### config.mk
export PLATFORM = sky130hd
export DESIGN_NAME = fmst_core
export DESIGN_NICKNAME = d
export VERILOG_FILES = /design/src/hw/fmst_pkg.sv /design/src/hw/fmst_core.sv /design/src/hw/fmst_win.sv
export SDC_FILE = /design/constraint.sdc
export NUM_CORES = 1
export LEC_CHECK = 0
export BUFFER_PORTS_ARGS = -buffer_cell sky130_fd_sc_hd__buf_2
export CAP_MARGIN = 40
export CORE_MARGIN = 3
export CORE_UTILIZATION = 48
export DETAILED_ROUTE_END_ITERATION = 8
export PLACE_DENSITY = 0.8
export SYNTH_ARGS = -nofsm -noshare
export SYNTH_HDL_FRONTEND = slang
export SYNTH_SLANG_ARGS = --single-unit
### constraint.sdc
create_clock -name core_clk -period 3 [get_ports core_clk]
set_input_delay 0.6 -clock core_clk [delete_from_list [all_inputs] [get_ports core_clk]]
set_output_delay 0.6 -clock core_clk [all_outputs]
set_load 0.01 [all_outputs]
### src/hw/fmst_pkg.sv
// fmst_pkg: constants and carrier types for the field memory sync timing block
package fmst_pkg;

  // core clock rate and the documented time figures in their own units
  localparam int CORE_MHZ     = 250;
  localparam int DISP_MHZ     = 32;
  localparam int LINE_DEFL_US = 32;
  localparam int STEP_US      = 16;
  localparam int FRAME_MS     = 10;
  localparam int CLEAR_US     = 64;

  // derived counts
  localparam int DISP_LINE    = LINE_DEFL_US * DISP_MHZ;     // display cycles per 32 us line
  localparam int STEP_DISP    = STEP_US * DISP_MHZ;          // display cycles per 16 us step
  localparam int FRAME_STEPS  = FRAME_MS * 1000 / STEP_US;   // steps per 10 ms frame cycle
  localparam int CLEAR_CYC    = CLEAR_US * CORE_MHZ;         // core cycles of pointer clear
  localparam int DEFL_PULSE   = 76;                          // line drive width, display cycles
  localparam int LINE_LOCK    = 2048;                        // 32 MHz cycles per video line
  localparam int HREF_DIV     = 1024;                        // acquisition cycles per line
  localparam int WORD_PHASES  = 4;

  // widths
  localparam int HW = $clog2(LINE_LOCK);   // horizontal position width
  localparam int VW = 10;                  // line and step count width
  localparam int RW = $clog2(HREF_DIV);    // line reference divider width
  localparam int DW = $clog2(DISP_LINE);   // display position width

  // host written timing set, latched on a write strobe
  typedef struct packed {
    logic [HW-1:0] store_h_start;
    logic [HW-1:0] store_h_stop;
    logic [VW-1:0] store_v_start;
    logic [VW-1:0] store_v_stop;
    logic [HW-1:0] fetch_h_start;
    logic [HW-1:0] fetch_h_stop;
    logic [VW-1:0] fetch_v_start;
    logic [VW-1:0] fetch_v_stop;
    logic [VW-1:0] frame_start;
    logic [VW-1:0] frame_stop;
    logic [DW-1:0] blank_start;
    logic [DW-1:0] blank_stop;
    logic [HW-1:0] in_fetch_start;
    logic          second_gate;
    logic          chroma_input_invert;
  } fmst_cfg_s;

  // one 4:1:1 word: four luma samples, one u and one v
  typedef struct packed {
    logic [3:0][7:0] y;
    logic [7:0]      u;
    logic [7:0]      v;
  } fmst_px_s;

  // asynchronous pins passed through the synchroniser together
  typedef struct packed {
    logic       dclk;
    logic       xclk;
    logic       sel;
    logic       hsync;
    logic       vsync;
    logic [7:0] yi;
    logic [3:0] uvi;
  } fmst_pin_s;

  localparam logic [RW-1:0] HREF_HALF = RW'(HREF_DIV / 2);

endpackage

### src/hw/fmst_core.sv
// fmst_core: memory control, deflection, blanking, clock division and 4:1:1 data paths
//
// Contract
// - make store controls on acquisition timing and fetch controls on display timing
// - store gate is horizontal window from line sync and vertical from field sync
// - fetch gate is horizontal window from line sync and vertical from field sync
// - each field sync rise gives a 64 us store pointer clear pulse
// - second memory input gate is a static host level
// - line deflection drive repeats every 32 us, 76 display cycles wide
// - frame deflection cycles every 10 ms, start and stop in 16 us steps
// - line blank pulse start and stop count from display line sync rise
// - host writes every start and stop value
// - a video line is 2048 cycles of the line locked clock
// - acquisition clock is display clock divided by two
// - line reference is acquisition clock divided by 1024, half duty
// - measure delay from line sync rise to line reference as phase error
// - select input picks external acquisition clock; sync must follow it
// - display line sync has half duty; its rise is the display reference
// - acquisition clock goes out as the memory serial clock
// - four phases: luma per phase, u then v bit pairs high first
// - first phase leaves one serial clock after the store gate rises
// - incoming first phase expected at the programmable input fetch start
// - luma straight binary, u and v two's complement on both buses
// - chroma input invert set inverts received u and v
// - chroma input invert is bit 3 of control byte 3F
`timescale 1ns/1ps
module fmst_core #(
  parameter int CLEAR_CYC = fmst_pkg::CLEAR_CYC
) (
  // clock and reset
  input  wire logic                  core_clk,
  input  wire logic                  rst_n,
  // clock and sync pins
  input  wire logic                  display_clock,
  input  wire logic                  acquisition_clock,
  input  wire logic                  acq_clock_source_select,
  input  wire logic                  acq_line_sync,
  input  wire logic                  field_sync_in,
  // host timing set
  input  wire logic                  cfg_wr,
  input  wire fmst_pkg::fmst_cfg_s   cfg,
  // pixel words to and from the core
  input  wire fmst_pkg::fmst_px_s    px_in,
  output fmst_pkg::fmst_px_s         px_out,
  output logic                       px_out_valid,
  output logic                       px_taken,
  // field memory buses
  input  wire logic [7:0]            mem_yi,
  input  wire logic [3:0]            mem_uvi,
  output logic [7:0]                 mem_yo,
  output logic [3:0]                 mem_uvo,
  output logic                       memory_serial_clock,
  // memory controls
  output logic                       store_gate,
  output logic                       store_pointer_clear,
  output logic                       field_fetch_gate,
  output logic                       second_memory_input_gate,
  // deflection, blanking and references
  output logic                       line_deflection_drive,
  output logic                       frame_deflection_drive,
  output logic                       line_blank_pulse,
  output logic                       display_line_sync,
  output logic                       line_ref,
  output logic [fmst_pkg::RW-1:0]    phase_error
);

  localparam int CW = $clog2(CLEAR_CYC + 1);
  localparam int SW = $clog2(fmst_pkg::STEP_DISP);

  // two flop synchroniser; stage three only feeds edge detection
  fmst_pkg::fmst_pin_s pin_raw, s1_q, s2_q, s3_q;
  assign pin_raw = {display_clock, acquisition_clock, acq_clock_source_select,
                    acq_line_sync, field_sync_in, mem_yi, mem_uvi};

  always_ff @(posedge core_clk or negedge rst_n) begin
    if (!rst_n) begin
      s1_q <= '0;
      s2_q <= '0;
      s3_q <= '0;
    end else begin
      s1_q <= pin_raw;
      s2_q <= s1_q;
      s3_q <= s2_q;
    end
  end

  // clock enables and sync edges
  logic acq_tog_q;
  wire  disp_en    = s2_q.dclk & ~s3_q.dclk;
  wire  ext_acq_en = s2_q.xclk & ~s3_q.xclk;
  wire  int_acq_en = disp_en & ~acq_tog_q;
  wire  acq_en     = s2_q.sel ? ext_acq_en : int_acq_en;
  wire  hs_rise    = s2_q.hsync & ~s3_q.hsync;
  wire  vs_rise    = s2_q.vsync & ~s3_q.vsync;

  // host timing set latch; arming releases the gates, deflection drives, blanking and pointer clear
  fmst_pkg::fmst_cfg_s cfg_q;
  logic                armed_q;
  always_ff @(posedge core_clk or negedge rst_n) begin
    if (!rst_n) begin
      cfg_q   <= '0;
      armed_q <= 1'b0;
    end else if (cfg_wr) begin
      cfg_q   <= cfg;
      armed_q <= 1'b1;
    end
  end

  // position counters
  logic [fmst_pkg::RW-1:0] href_cnt_q;
  logic [fmst_pkg::HW-1:0] acq_hpos_q, fetch_hpos_q;
  logic [fmst_pkg::VW-1:0] line_cnt_q, step_cnt_q;
  logic [fmst_pkg::DW-1:0] disp_hpos_q;
  wire step_tick = disp_en && (disp_hpos_q[SW-1:0] == SW'(fmst_pkg::STEP_DISP - 1));
  wire step_wrap = step_cnt_q == fmst_pkg::VW'(fmst_pkg::FRAME_STEPS - 1);

  // acquisition side counts and the free running display line count
  always_ff @(posedge core_clk or negedge rst_n) begin
    if (!rst_n) begin
      acq_tog_q    <= 1'b0;
      href_cnt_q   <= '0;
      acq_hpos_q   <= '0;
      fetch_hpos_q <= '0;
      line_cnt_q   <= '0;
      disp_hpos_q  <= '0;
    end else begin
      if (disp_en) acq_tog_q <= ~acq_tog_q;
      if (acq_en) href_cnt_q <= href_cnt_q + 1'b1;
      if (hs_rise) acq_hpos_q <= '0;
      else if (acq_en) acq_hpos_q <= acq_hpos_q + 1'b1;
      if (hs_rise) fetch_hpos_q <= '0;
      else if (disp_en) fetch_hpos_q <= fetch_hpos_q + 1'b1;
      if (vs_rise) line_cnt_q <= '0;
      else if (hs_rise) line_cnt_q <= line_cnt_q + 1'b1;
      if (disp_en) disp_hpos_q <= disp_hpos_q + 1'b1;   // wraps every 32 us
    end
  end

  // 16 us step count, restarted by field sync and wrapped at 10 ms
  always_ff @(posedge core_clk or negedge rst_n) begin
    if (!rst_n) begin
      step_cnt_q <= '0;
    end else if (vs_rise) begin
      step_cnt_q <= '0;
    end else if (step_tick) begin
      step_cnt_q <= step_wrap ? '0 : step_cnt_q + 1'b1;
    end
  end

  // line reference and phase error; the error is the count since the
  // reference rise, so a sync that lands on the rise reads zero
  logic                    line_ref_q;
  logic [fmst_pkg::RW-1:0] phase_error_q;
  always_ff @(posedge core_clk or negedge rst_n) begin
    if (!rst_n) begin
      line_ref_q    <= 1'b0;
      phase_error_q <= '0;
    end else begin
      line_ref_q <= href_cnt_q[fmst_pkg::RW-1];
      if (hs_rise) phase_error_q <= href_cnt_q - fmst_pkg::HREF_HALF;
    end
  end
  assign line_ref    = line_ref_q;
  assign phase_error = phase_error_q;

  // window compares for the composite gates, frame drive and blanking
  logic st_h, st_v, fe_h, fe_v;
  fmst_win #(.W(fmst_pkg::HW)) u_store_h (.clk(core_clk), .rst_n(rst_n), .arm(armed_q),
    .start(cfg_q.store_h_start), .stop(cfg_q.store_h_stop), .pos(acq_hpos_q), .hit_q(st_h));
  fmst_win #(.W(fmst_pkg::VW)) u_store_v (.clk(core_clk), .rst_n(rst_n), .arm(armed_q),
    .start(cfg_q.store_v_start), .stop(cfg_q.store_v_stop), .pos(line_cnt_q), .hit_q(st_v));
  fmst_win #(.W(fmst_pkg::HW)) u_fetch_h (.clk(core_clk), .rst_n(rst_n), .arm(armed_q),
    .start(cfg_q.fetch_h_start), .stop(cfg_q.fetch_h_stop), .pos(fetch_hpos_q), .hit_q(fe_h));
  fmst_win #(.W(fmst_pkg::VW)) u_fetch_v (.clk(core_clk), .rst_n(rst_n), .arm(armed_q),
    .start(cfg_q.fetch_v_start), .stop(cfg_q.fetch_v_stop), .pos(line_cnt_q), .hit_q(fe_v));
  fmst_win #(.W(fmst_pkg::VW)) u_frame (.clk(core_clk), .rst_n(rst_n), .arm(armed_q),
    .start(cfg_q.frame_start), .stop(cfg_q.frame_stop), .pos(step_cnt_q),
    .hit_q(frame_deflection_drive));
  fmst_win #(.W(fmst_pkg::DW)) u_blank (.clk(core_clk), .rst_n(rst_n), .arm(armed_q),
    .start(cfg_q.blank_start), .stop(cfg_q.blank_stop), .pos(disp_hpos_q),
    .hit_q(line_blank_pulse));

  // store pointer clear length counter, retriggered by each field sync
  logic [CW-1:0] clr_cnt_q;
  always_ff @(posedge core_clk or negedge rst_n) begin
    if (!rst_n) begin
      clr_cnt_q <= '0;
    end else if (vs_rise) begin
      clr_cnt_q <= CW'(CLEAR_CYC);
    end else if (clr_cnt_q != '0) begin
      clr_cnt_q <= clr_cnt_q - 1'b1;
    end
  end

  // registered control outputs
  always_ff @(posedge core_clk or negedge rst_n) begin
    if (!rst_n) begin
      store_gate               <= 1'b0;
      field_fetch_gate         <= 1'b0;
      store_pointer_clear      <= 1'b0;
      second_memory_input_gate <= 1'b0;
      line_deflection_drive    <= 1'b0;
      display_line_sync        <= 1'b0;
      memory_serial_clock      <= 1'b0;
    end else begin
      store_gate               <= st_h & st_v;
      field_fetch_gate         <= fe_h & fe_v;
      store_pointer_clear      <= armed_q && (vs_rise || clr_cnt_q > CW'(1));
      second_memory_input_gate <= armed_q & cfg_q.second_gate;
      line_deflection_drive    <= armed_q && (disp_hpos_q < fmst_pkg::DW'(fmst_pkg::DEFL_PULSE));
      display_line_sync        <= ~disp_hpos_q[fmst_pkg::DW-1];
      memory_serial_clock      <= s2_q.sel ? s2_q.xclk : acq_tog_q;
    end
  end

  // outgoing word: detect the gate rise on one serial edge, start on the next
  logic       gate_seen_q, go_q, run_q;
  logic [1:0] oph_q;
  fmst_pkg::fmst_px_s word_q;
  wire        st_rise = store_gate & ~gate_seen_q;
  wire        drive   = go_q | (run_q & (oph_q != 2'd0 | store_gate));
  wire [1:0]  ph      = go_q ? 2'd0 : oph_q;
  wire fmst_pkg::fmst_px_s src = (ph == 2'd0) ? px_in : word_q;

  always_ff @(posedge core_clk or negedge rst_n) begin
    if (!rst_n) begin
      gate_seen_q <= 1'b0;
      go_q        <= 1'b0;
      run_q       <= 1'b0;
      oph_q       <= '0;
      word_q      <= '0;
      mem_yo      <= '0;
      mem_uvo     <= '0;
      px_taken    <= 1'b0;
    end else begin
      px_taken <= 1'b0;
      if (acq_en) begin
        gate_seen_q <= store_gate;
        go_q        <= st_rise;
        if (drive) begin
          if (ph == 2'd0) begin
            word_q   <= px_in;
            px_taken <= 1'b1;
          end
          mem_yo  <= src.y[ph];
          mem_uvo <= {src.u[{~ph, 1'b1}], src.u[{~ph, 1'b0}],
                      src.v[{~ph, 1'b1}], src.v[{~ph, 1'b0}]};
          oph_q   <= ph + 2'd1;
          run_q   <= 1'b1;
        end else begin
          run_q <= 1'b0;
          oph_q <= '0;
        end
      end
    end
  end

  // incoming word: phases gathered from the input fetch start to line end
  logic       in_run_q;
  logic [1:0] iph_q;
  fmst_pkg::fmst_px_s in_q, in_nx;
  wire in_start = armed_q && (acq_hpos_q == cfg_q.in_fetch_start);
  wire in_take  = acq_en && (in_start || in_run_q);
  wire [1:0] iph = in_start ? 2'd0 : iph_q;

  // current phase merged into the partial word
  always_comb begin
    in_nx                   = in_q;
    in_nx.y[iph]            = s2_q.yi;
    in_nx.u[{~iph, 1'b1}]   = s2_q.uvi[3];
    in_nx.u[{~iph, 1'b0}]   = s2_q.uvi[2];
    in_nx.v[{~iph, 1'b1}]   = s2_q.uvi[1];
    in_nx.v[{~iph, 1'b0}]   = s2_q.uvi[0];
  end

  // invert is bitwise, so a chroma value of -128 still has an image
  always_ff @(posedge core_clk or negedge rst_n) begin
    if (!rst_n) begin
      in_run_q     <= 1'b0;
      iph_q        <= '0;
      in_q         <= '0;
      px_out       <= '0;
      px_out_valid <= 1'b0;
    end else begin
      px_out_valid <= 1'b0;
      if (hs_rise) begin
        in_run_q <= 1'b0;
        iph_q    <= '0;
      end else if (in_take) begin
        in_run_q <= 1'b1;
        in_q     <= in_nx;
        iph_q    <= iph + 2'd1;
        if (iph == 2'd3) begin
          px_out_valid <= 1'b1;
          px_out.y     <= in_nx.y;
          px_out.u     <= cfg_q.chroma_input_invert ? ~in_nx.u : in_nx.u;
          px_out.v     <= cfg_q.chroma_input_invert ? ~in_nx.v : in_nx.v;
        end
      end
    end
  end

  logic [CW:0] clr_hi_q;
  always_ff @(posedge core_clk or negedge rst_n) begin
    if (!rst_n) clr_hi_q <= '0;
    else clr_hi_q <= store_pointer_clear ? clr_hi_q + 1'b1 : '0;
  end
endmodule

### src/hw/fmst_win.sv
// fmst_win: registered start/stop window compare on a position count
`timescale 1ns/1ps
module fmst_win #(
  parameter int W = 10
) (
  // clock and reset
  input  wire logic         clk,
  input  wire logic         rst_n,
  // window setting
  input  wire logic         arm,
  input  wire logic [W-1:0] start,
  input  wire logic [W-1:0] stop,
  input  wire logic [W-1:0] pos,
  // result
  output logic              hit_q
);

  // set at start, clear at stop; an empty window when stop is not past start
  wire in_win = (pos >= start) && (pos < stop);

  // held low until the host has armed the block
  always_ff @(posedge clk or negedge rst_n) begin
    if (!rst_n) begin
      hit_q <= 1'b0;
    end else begin
      hit_q <= arm && in_win;
    end
  end

endmodule

==> summary.txt, run 1 <==
Global route
  • GRT overflow: 0
  • Global Route Usage Sum: 21.1%
  • Vias in the first global route: 15,100
  • Initial antenna violation count: 6
  • Global-route wire length before repair: 77,200 um
  • Largest net degree at the start of global routing: 112

Clocking
  • H-tree depth: 2
  • Post-CTS Resized: 0
  • Clk buf depth: 3
  • TritonCTS clock tree: done
  • Clk Latency, worst-skew pair: 0.58 ns
  • Clock sink count: 435
  • Clock-pin slew on the worst setup and hold paths: 0.06 ns
  • Root Buffer: clkbuf_16
  • TritonCTS Buffers: 45

Layout
  • P&R area growth vs syn: 17.9%
  • Most common cell after layout, fill and taps aside: dfrtp_1
  • # nets final: 2,481
  • Fin util: 57.4%
  • Fraction of layout cells with a size suffix above 1: 25.1%
  • Filler cells: 3,456
  • Most frequent cells in the layout: dfrtp_1, buf_2, nand2_1

STA
  • Final total negative setup slack: 0 ns
  • Max Fclk: 381 MHz
  • Number of setup violations in the final report: 0
  • Endpoints failing hold: 0
  • Worst slew pin tran: 0.875 ns
  • Final Max Tran Viols: 0
  • Fin crit share: 87.5%
  • Clock Skew: 0.0242 ns
  • Post-route minimum period: 2.62 ns
  • RSZ-0062 raised after global routing: no
  • Max-slew headroom: 41.6%

Routing
  • Antenna viol nets, final: 0
  • Wire per inst: 17.5 um
  • Residual DRC count: 0
  • Number of DRC markers in iteration 0: 773
  • Total Wirelength: 47,600 um
  • Vias per std cell: 5.32
  • Vias post-DR: 14,500
  • DRT Pass-1 Iters: 7

Critical path
  • Startpoint types: flop
  • Reg2reg end: in_q[8]$_DFFE_PN0P_
  • R2R depth: 8
  • Req. time, crit path: 3.46 ns
  • Critical path class: reg2reg
  • Reg-to-Reg Start: acq_hpos_q[1]$_DFFE_PN0P_
  • Crit end category: flop
  • Peak fanout along the critical path: 93
  • R2r setup slk: 0.38 ns
  • Critical Path AT: 3.09 ns

Floorplan
  • Initial Util: 48.7%
  • FP Rows: 75
  • Die Footprint: 45,200 um^2
  • Core ar.: 42,000 um^2
  • Die span in y: 213 um
  • Ports: 287
  • Die Wd: 213 um

Synthesis
  • Syn Nets: 2,189
  • Ys async rst share: 100%
  • Yosys top cell by area: dfrtp_1
  • Register area share after synthesis: 53.2%
  • Syn avg cell area: 11.1 um^2
  • Mapped Cells: 1,852
  • Top_reg_cell synth: dfrtp_1
  • Cell variety after synth: 63
  • Share of Yosys cell area claimed by the top area cell type: 53.2%
  • Number of warnings issued by yosys: 0
  • Mapped cell area: 20,500 um^2
  • FF+latch count, synth: 435
  • Synth top area cells: dfrtp_1, ha_1, mux2_2, nand2_1, o21ai_0
  • Number of synthesized flops with an enable pin: 0

Job
  • MaxCap Viol Count: 0

Placement
  • HPWL after DPL: 34,800 um
  • Port bufs: 286
  • RePlAce Congestion: 0.832

Hold path
  • Hold Crit Endpoint: s1_q[1]$_DFF_PN0_
  • Hold Startpoint: mem_uvi[1]
  • Hold Crit Class: in2reg
  • Hold path cells: 1

Power and ir drop
  • Peak VDD IR: 494 uV
  • Power Density: 581 nW/um^2
  • Leakage: 12.1 nW

Run status
  • Status: finished clean
[worst max path at each step]
stage | start | end | slack, ns | depth (start not counted)
floorplan | acq_hpos_q[6]$_DFFE_PN0P_ | px_out[10]$_DFFE_PN0P_ | 0.38 | 13
global placement | acq_hpos_q[3]$_DFFE_PN0P_ | px_out[43]$_DFFE_PN0P_ | 0.47 | 8
detailed placement | acq_hpos_q[1]$_DFFE_PN0P_ | in_q[8]$_DFFE_PN0P_ | 0.35 | 8
CTS | acq_hpos_q[1]$_DFFE_PN0P_ | in_q[8]$_DFFE_PN0P_ | 0.32 | 8
global route | acq_hpos_q[1]$_DFFE_PN0P_ | px_out[40]$_DFFE_PN0P_ | 0.15 | 8
finish | acq_hpos_q[1]$_DFFE_PN0P_ | in_q[8]$_DFFE_PN0P_ | 0.38 | 8
[power by group]
group / switching [mW] / total, mW / internal [mW]
logic: 0.890 / 1.63 / 0.743
clock network: 2.34 / 5.76 / 3.42
registers: 0.344 / 6.62 / 6.28
total: 3.58 / 14.0 / 10.4
[registers in the layout, indices dropped and copies added (netlist names), 4 cells and up]
register and count:
s2_q 17, in_q 40, cfg_q 137, px_out 48, mem_yo 8, fetch_hpos_q 11
word_q 48, acq_hpos_q 11, mem_uvo 4, line_cnt_q 10, s3_q 4, s1_q 17
href_cnt_q 10, step_cnt_q 10, clr_cnt_q 14, phase_error 10, disp_hpos_q 10
[synthesized netlist by cell type (5+ instances only)]
master    count
nand3_1      15
o21a_1       11
a21boi_0      5
xor2_1       36
buf_1        10
a21oi_1      45
mux4_2       15
mux2i_1      64
buf_6         9
nor2_1       60
inv_1       134
and3_1       12
a211o_1       7
nand4_1      32
dfrtp_1     435
o21ai_1      42
buf_2        18
nor4_1        6
nor3_1        7
nand2_1     255
a211oi_1      9
a221oi_1      9
and4_1        6
nand2b_1     13
o211ai_1      5
ha_1        132
xnor2_1      42
o21ai_0     173
clkbuf_1     44
a21o_1        7
mux2_2      117
or3_1         7
a311oi_1      5
nor2b_1      14
[area by class of cell]
cell class	instances	area (um^2)	share of cell area, %
Multi-Input combinational cell	1199	8680	36.0
Tap cell	539	674	2.79
Clock buffer	59	1270	5.25
Inverter	136	515	2.13
Antenna cell	5	12.5	0.0518
Clock inverter	19	262	1.08
Sequential cell	435	10900	45.1
Timing Repair Buffer	327	1850	7.64
[metrics by stage]
step                      hold slack (ns)  setup WS, ns  std cells  instance area [um^2]  power [mW]
final                               0.126         0.375       2719                 24100        14.0
after global routing               0.0935         0.149       2719                 24100        14.7
after CTS                          0.0888         0.325       2714                 24100        14.2
after detailed placement            0.335         0.354       2635                 22600        8.37
after global placement              0.333         0.471       2635                 22600        8.24
after floorplan                     0.304         0.382       1852                 20500        7.65
[layer usage]
layer | global-route usage (%) | part of all wire, % | vias up
met1 | 27.9 | 43 | 7105
li1 | - | - | 6964
met3 | 4.65 | 5.1 | 94
met5 | 0 | 0.027 | -
met4 | 7.96 | 2.9 | 2
met2 | 34.5 | 49 | 312
[worst max-delay path, stage by stage, from the launching register on]
cell      delay [ns]
dfrtp_1         0.45
xnor2_1         0.19
nand4_1         0.13
nor3_1          0.43
or2_2           0.19
buf_4           0.66
clkinv_4        0.24
nand2_1         0.13
nand2_1         0.06
[what timing repair did]
item,4_1_cts,5_1_grt
hold endpoints to repair,19,0
hold buffers,1,0
setup buffers,0,0
[kinds of logic (layout without fill, tap and decap cells)]
family,count (synthesis),in the layout,synth area share (%)
and+or+nand+nor,448,448,9.97
DFF,435,435,53.2
AOI/OAI and AO/OA,345,345,9.75
buffers and inverters,218,541,4.48
muxes,196,196,11.2
adders and majority gates,132,132,8.07
xor gates and xnor gates,78,78,3.34
other,0,5,0
No activity file was read; power rests on OpenSTA's default activity.
==> inputs of run 2 (changes only) <==
Settings changed: PLACE_DENSITY 0.8 to 0.79, SYNTH_HIERARCHICAL from default to 1.
==> summary.txt, run 2 <==
Run status
  • Status: finished clean

Critical path
  • Req. time, crit path: 3.45 ns (about the same)
  • Peak fanout along the critical path: 7 (-92%)
  • Critical Path AT: 3.20 ns (+0.11 ns)
  • Startpoint types: flop
  • Crit end category: flop
  • Critical path class: reg2reg

Synthesis
  • Register area share after synthesis: 51.5% (-1.7 points)
  • Most frequent cell after synthesis: dfrtp_1
  • Cell variety after synth: 67 (+6.3%)
  • Number of warnings issued by yosys: 6 (+6)
  • FF+latch count, synth: 436 (+0.23%)
  • Mapped Cells: 1,752 (-5.4%)
  • Synth top area cells: dfrtp_1, mux2_2, ha_1, inv_1, nand2_1
  • Top_reg_cell synth: dfrtp_1
  • Syn avg cell area: 12.1 um^2 (+9.4%)
  • Mapped cell area: 21,200 um^2 (+3.5%)
  • Ys async rst share: 100% (unchanged)
  • Number of synthesized flops with an enable pin: 0 (unchanged)
  • Top post-synthesis cells by count: dfrtp_1, mux2_2, ha_1
  • Syn Nets: 2,090 (-4.5%)
  • Yosys top cell by area: dfrtp_1
  • Share of Yosys cell area claimed by the top area cell type: 51.5% (-1.7 points)

Clocking
  • Clock sink count: 436 (+0.23%)
  • Clk Latency, worst-skew pair: 0.57 ns (about the same)
  • H-tree depth: 2 (unchanged)
  • Clk buf depth: 3 (unchanged)
  • Root Buffer: clkbuf_16
  • TritonCTS clock tree: done
  • TritonCTS Buffers: 49 (+8.9%)
  • Post-CTS Setup Bufs: 0 (unchanged)
  • Clock-pin slew on the worst setup and hold paths: 0.06 ns (about the same)

Global route
  • Largest net degree at the start of global routing: 100 (-11%)
  • Global-route wire length before repair: 82,300 um (+6.6%)
  • Global Route Usage Sum: 21.6% (+0.44 points)
  • Initial antenna violation count: 3 (-3)
  • GRT overflow: 0 (unchanged)
  • Vias in the first global route: 15,800 (+4.2%)

Placement
  • DP Worst Slack: 0.0939 ns (-0.260 ns)
  • HPWL after DPL: 36,000 um (+3.4%)
  • Port bufs: 286 (unchanged)
  • Placed Cells: 2,593 (-1.6%)
  • RePlAce Congestion: 0.868 (+4.4%)

Layout
  • Fraction of layout cells with a size suffix above 1: 33.7% (+8.6 points)
  • # nets final: 2,398 (-3.3%)
  • Number of flip-flops in the largest register: 137 (unchanged)
  • Most frequent cells in the layout: dfrtp_1, buf_2, mux2_2
  • Largest Register: cfg_q
  • Filler cells: 3,526 (+2.0%)
  • Biggest regs: cfg_q: 137 flops, px_out: 48 flops, word_q: 48 flops
  • P&R area growth vs syn: 19.0%
  • Final non-filler cell total: 2,684 (-1.3%)
  • # diodes: 0 (-5)
  • Most common cell after layout, fill and taps aside: dfrtp_1

STA
  • Max-slew headroom: 43.4% (+1.7 points)
  • Endpoints failing hold: 0 (unchanged)
  • Number of setup violations in the final report: 0 (unchanged)
  • Final total negative setup slack: 0 ns (unchanged)
  • Fin crit share: 91.6% (+4.1 points)
  • RSZ-0062 raised after global routing: no
  • Post-route minimum period: 2.75 ns (+0.124 ns)
  • Max Fclk: 364 MHz (-4.5%)
  • Hold WS: 0.133 ns (+0.00683 ns)
  • Final Max Tran Viols: 0 (unchanged)
  • Worst slew pin tran: 0.846 ns (-0.0299 ns)
  • Final setup margin: 0.252 ns (-0.124 ns)
  • Clock Skew: 0.0142 ns (-0.0100 ns)

Routing
  • Number of DRC markers in iteration 0: 878 (+14%)
  • Total Wirelength: 49,900 um (+4.8%)
  • Vias post-DR: 14,700 (+1.8%)
  • Wire per inst: 18.6 um (+6.2%)
  • Residual DRC count: 0 (unchanged)
  • Vias per std cell: 5.49 (+3.1%)
  • Antenna viol nets, final: 0 (unchanged)
  • DRT Pass-1 Iters: 6 (-1)

Power and ir drop
  • Peak VDD IR: 515 uV (+4.2%)
  • Cell Int Power: 10.7 mW (+2.7%)
  • Part of the power in combinational logic: 11.8% (+0.2 points)
  • Clock power share: 41.5% (+0.4 points)
  • Sw power: 3.68 mW (+3.0%)
  • Power Density: 571 nW/um^2 (-1.6%)
  • Share of power burned in registers: 46.6% (-0.6 points)
  • Total power: 14.4 mW (+2.7%)
  • Sw Share: 25.6% (+0.062 points)
  • Leakage: 12.6 nW (+4.1%)

Floorplan
  • Die Footprint: 46,700 um^2 (+3.4%)
  • Die Wd: 216 um (+1.7%)
  • Core ar.: 43,400 um^2 (+3.1%)
  • FP Rows: 76 (+1.3%)
  • Die span in y: 216 um (+1.7%)
  • Initial Util: 48.8% (+0.15 points)
  • Ports: 287 (unchanged)

Job
  • MaxCap Viol Count: 0 (unchanged)

Hold path
  • Hold Crit Class: in2reg
run 2: power by group through the flow:
| stage | Sequential [mW] | Combinational, mW | Clock [mW] |
|---|---|---|---|
| global placement | 6.79 | 1.62 | 0 |
| finish | 6.72 | 1.70 | 5.98 |
| floorplan | 6.70 | 1.09 | 0 |
| CTS | 6.72 | 1.72 | 6.12 |
| global route | 6.78 | 1.94 | 6.37 |
| detailed placement | 6.82 | 1.71 | 0 |
run 2: cell families (layout without fill, tap and decap cells):
family	after synthesis	count (layout)	synth area share [%]
multiplexers	338	338	18.7
adder cells (fa/ha/maj)	133	133	7.86
AO/OA/AOI/OAI	237	237	7.27
AND/OR/NAND/NOR	340	340	8.26
buffers and inverters	201	548	3.63
flip-flops	436	436	51.5
XOR/XNOR	67	67	2.77
run 2: routing by layer:
| metal | share of wire, % | routed length (um) | track usage, % |
|---|---|---|---|
| met5 | 0.028 | 14 | 0 |
| met4 | 2.9 | 1430 | 6.65 |
| met3 | 4.5 | 2250 | 3.35 |
| met2 | 49 | 24500 | 36.9 |
| met1 | 44 | 21800 | 28.5 |
run 2: worst paths after layout:
check / startpoint / to / slack, ns / cells after the start
max: acq_hpos_q[8]$_DFFE_PN0P_ / px_out[47]$_DFFE_PN0P_ / 0.25 / 6
max reg2reg: acq_hpos_q[8]$_DFFE_PN0P_ / px_out[47]$_DFFE_PN0P_ / 0.25 / 6
max in group asynchronous: rst_n / cfg_q[135]$_DFFE_PN0P_ / 1.56 / 3
min in group asynchronous: rst_n / px_out[41]$_DFFE_PN0P_ / 0.52 / 2
min: mem_yi[4] / s1_q[8]$_DFF_PN0_ / 0.13 / 1
min reg2reg: s1_q[16]$_DFF_PN0_ / s2_q[16]$_DFF_PN0_ / 0.35 / 0
run 2: metrics by stage:
step                utilization (%)  instance area [um^2]
floorplan                         -                 21200
detailed placement             54.3                 23600
CTS                            58.1                 25200
global placement               54.2                 23500
finish                         58.1                 25200
global route                   58.1                 25200
run 2: cell type report:
class,instances,area [um^2],area share [%]
flip-flops and latches,436,10900,43.3
multi-input cells,1115,9540,37.9
repair buffers,324,1880,7.48
clock buffers,72,1440,5.69
well taps,585,732,2.90
inverters,134,503,2.00
clock inverters,18,195,0.775
run 2: what timing repair did:
action	in CTS	in global routing
endpoints found under the setup margin	0	18
resized for setup	0	1
hold buffers	1	0
hold endpoints to repair	34	0
run 2: critical path: stages, from the launching register on:
cell	delay, ns
dfrtp_1	0.46
xor2_1	0.19
or4_1	0.64
buf_4	0.21
o311ai_0	0.50
mux2_2	0.39
mux2_2	0.25
==> inputs of run 3 (changes only) <==
Settings changed: CELL_PAD_IN_SITES_DETAIL_PLACEMENT from default to 0, CELL_PAD_IN_SITES_GLOBAL_PLACEMENT from default to 1, CORE_UTILIZATION 48 to 47, PLACE_DENSITY 0.79 to 0.92.
==> summary.txt, run 3 (synthesis gave the netlist of run 2 again) <==
Run status
  • Status: complete, but fails checks
  • Failing checks: hold timing

Layout
  • Final non-filler cell total: 2,696 (+0.45%)
  • Number of flip-flops in the largest register: 137 (unchanged)
  • Most frequent cells in the layout: dfrtp_1, buf_2, mux2_2
  • P&R area growth vs syn: 19.4%
  • Biggest regs: cfg_q: 137 flops, px_out: 48 flops, word_q: 48 flops
  • Fraction of layout cells with a size suffix above 1: 34.1% (+0.41 points)
  • Largest Register: cfg_q
  • Most common cell after layout, fill and taps aside: dfrtp_1
  • # nets final: 2,400 (+0.083%)
  • Sequential Area: 10,900 um^2 (unchanged)
  • Filler cells: 3,618 (+2.6%)
  • Area of the multi-input gates: 9540 um^2 (about the same)

Critical path
  • Worst-path cell chain: xor2_1, nor4_2, nand3_1, nand2_1, inv_1, ha_1, nand3_4, buf_12, mux2_1
  • Crit end category: flop
  • R2R depth: 9 (+3)
  • Startpoint types: flop
  • Critical Path AT: 3.25 ns (+0.05 ns)
  • Family with the most delay on the worst path: simple AND/OR/NAND/NOR gates
  • CP Buf/Inv Count: 2 (+1)
  • Slowest-stage cell, CP: dfrtp_1
  • Reg-to-Reg Start: acq_hpos_q[8]$_DFFE_PN0P_
  • Reg2reg end: px_out[35]$_DFFE_PN0P_
  • Req. time, crit path: 3.45 ns (about the same)
  • Critical path class: reg2reg
  • R2r setup slk: 0.20 ns (-0.05 ns)
  • Peak fanout along the critical path: 20 (+13)
  • WP depth: 9 (+3)
  • Slowest stage delay, CP: 0.46 ns (-0.18 ns)

STA
  • Endpoints failing hold: 4 (+4)
  • Clock Skew: 0.0282 ns (+0.0141 ns)
  • Max-slew headroom: 45.4% (+2.1 points)
  • Final total negative setup slack: 0 ns (unchanged)
  • Fin crit share: 93.2% (+1.6 points)
  • Hold WS: -0.0150 ns (-0.148 ns)
  • Final setup margin: 0.204 ns (-0.0479 ns)
  • Max Fclk: 358 MHz (-1.7%)
  • Final Max Tran Viols: 0 (unchanged)
  • RSZ-0062 raised after global routing: no
  • Number of setup violations in the final report: 0 (unchanged)
  • Post-route minimum period: 2.80 ns (+0.0479 ns)
  • Worst slew pin tran: 0.818 ns (-0.0272 ns)

Global route
  • GRT Max-Usage Layer: met2
  • GRT met2 Usage: 35.4% (-1.5 points)
  • GRT overflow: 0 (unchanged)
  • M3 GR Usage: 3.66% (+0.31 points)
  • Initial antenna violation count: 9 (+6)
  • Vias in the first global route: 15,500 (-1.9%)
  • Global-route wire length before repair: 81,900 um (-0.49%)
  • Global Route Usage Sum: 21.4% (-0.19 points)
  • Met1 GRT Util: 28.5% (-0.045 points)
  • Largest net degree at the start of global routing: 79 (-21%)

Floorplan
  • Die span in y: 218 um (+1.0%)
  • FP Rows: 77 (+1.3%)
  • Ports: 287 (unchanged)
  • Die Footprint: 47,700 um^2 (+2.1%)
  • Initial Util: 47.7% (-1.2 points)
  • Die Wd: 218 um (+1.0%)
  • Core ar.: 44,400 um^2 (+2.4%)

Routing
  • Vias post-DR: 14,800 (+0.75%)
  • Wire per inst: 19.0 um (+2.1%)
  • Antenna viol nets, final: 0 (unchanged)
  • Number of DRC markers in iteration 0: 913 (+4.0%)
  • Residual DRC count: 0 (unchanged)
  • Total Wirelength: 51,200 um (+2.6%)
  • Vias per std cell: 5.51 (+0.30%)
  • DRT Pass-1 Iters: 5 (-1)

Power and ir drop
  • Total power: 14.7 mW (+1.9%)
  • Power Density: 580 nW/um^2 (+1.5%)
  • Leakage: 12.7 nW (+0.51%)
  • Peak VDD IR: 474 uV (-8.0%)

Clocking
  • Clock-pin slew on the worst setup and hold paths: 0.06 ns (about the same)
  • Post-CTS Setup Bufs: 0 (unchanged)
  • Clk buf depth: 3 (unchanged)
  • TritonCTS clock tree: done
  • Root Buffer: clkbuf_16
  • Clock sink count: 436 (unchanged)
  • Clk Latency, worst-skew pair: 0.58 ns (about the same)
  • H-tree depth: 2 (unchanged)
  • TritonCTS Buffers: 47 (-4.1%)

Placement
  • Placed Cells: 2,605 (+0.46%)
  • RePlAce Congestion: 0.879 (+1.2%)
  • HPWL after DPL: 36,500 um (+1.3%)
  • Port bufs: 286 (unchanged)
  • DP Worst Slack: 0.116 ns (+0.0218 ns)

Hold path
  • Hold Crit Class: in2async

Job
  • MaxCap Viol Count: 0 (unchanged)
==> run 3: power breakdown <==
group | switching (mW) | total [mW] | internal (mW)
registers | 0.410 | 6.72 | 6.31
clock network | 2.39 | 6.22 | 3.83
logic | 0.892 | 1.73 | 0.834
==> run 3: stage by stage <==
stage	util [%]	cell area, um^2
after CTS	56.9	25300
after detailed placement	53.1	23600
after global routing	57.0	25300
after global placement	53.1	23600
final	57.0	25300
after floorplan	-	21200
==> run 3: area by class of cell <==
class | instances | share of cell area (%)
antenna | 4 | 0.0396
tap | 592 | 2.93
clock inverter | 15 | 0.870
sequential | 436 | 43.1
timing repair buffer | 328 | 7.50
multi-input combinational | 1115 | 37.7
clock buffer | 72 | 5.86
inverter | 134 | 1.99
==> run 3: worst max-delay path by stage <==
| stage | from | end | slack, ns |
|---|---|---|---|
| 2_1_floorplan | oph_q[0]$_DFFE_PN0P_ | mem_uvo[0]$_DFFE_PN0P_ | 0.005 |
| 3_5_place_dp | acq_hpos_q[8]$_DFFE_PN0P_ | in_q[26]$_DFFE_PN0P_ | 0.12 |
| 6_report | acq_hpos_q[8]$_DFFE_PN0P_ | px_out[35]$_DFFE_PN0P_ | 0.20 |
| 5_1_grt | acq_hpos_q[8]$_DFFE_PN0P_ | px_out[35]$_DFFE_PN0P_ | 0.05 |
| 4_1_cts | acq_hpos_q[8]$_DFFE_PN0P_ | in_q[26]$_DFFE_PN0P_ | 0.06 |
| 3_3_place_gp | acq_hpos_q[8]$_DFFE_PN0P_ | in_q[25]$_DFFE_PN0P_ | 0.20 |
==> run 3: layer usage <==
metal  part of all wire [%]  vias up
met3                    4.9      108
li1                       -     6863
met2                     49      374
met5                   0.11        -
met1                     43     7493
met4                    3.0        8
==> run 3: what timing repair did <==
action	4_1_cts	5_1_grt
gates resized for setup	0	1
hold buffers	0	0
setup endpoints to repair	0	19
==> run 3: worst register-to-register path, stage by stage (launching register included) <==
cell     delay, ns
dfrtp_1       0.46
xor2_1        0.19
nor4_2        0.40
nand3_1       0.27
nand2_1       0.21
inv_1         0.11
ha_1          0.26
nand3_4       0.19
buf_12        0.21
mux2_1        0.36
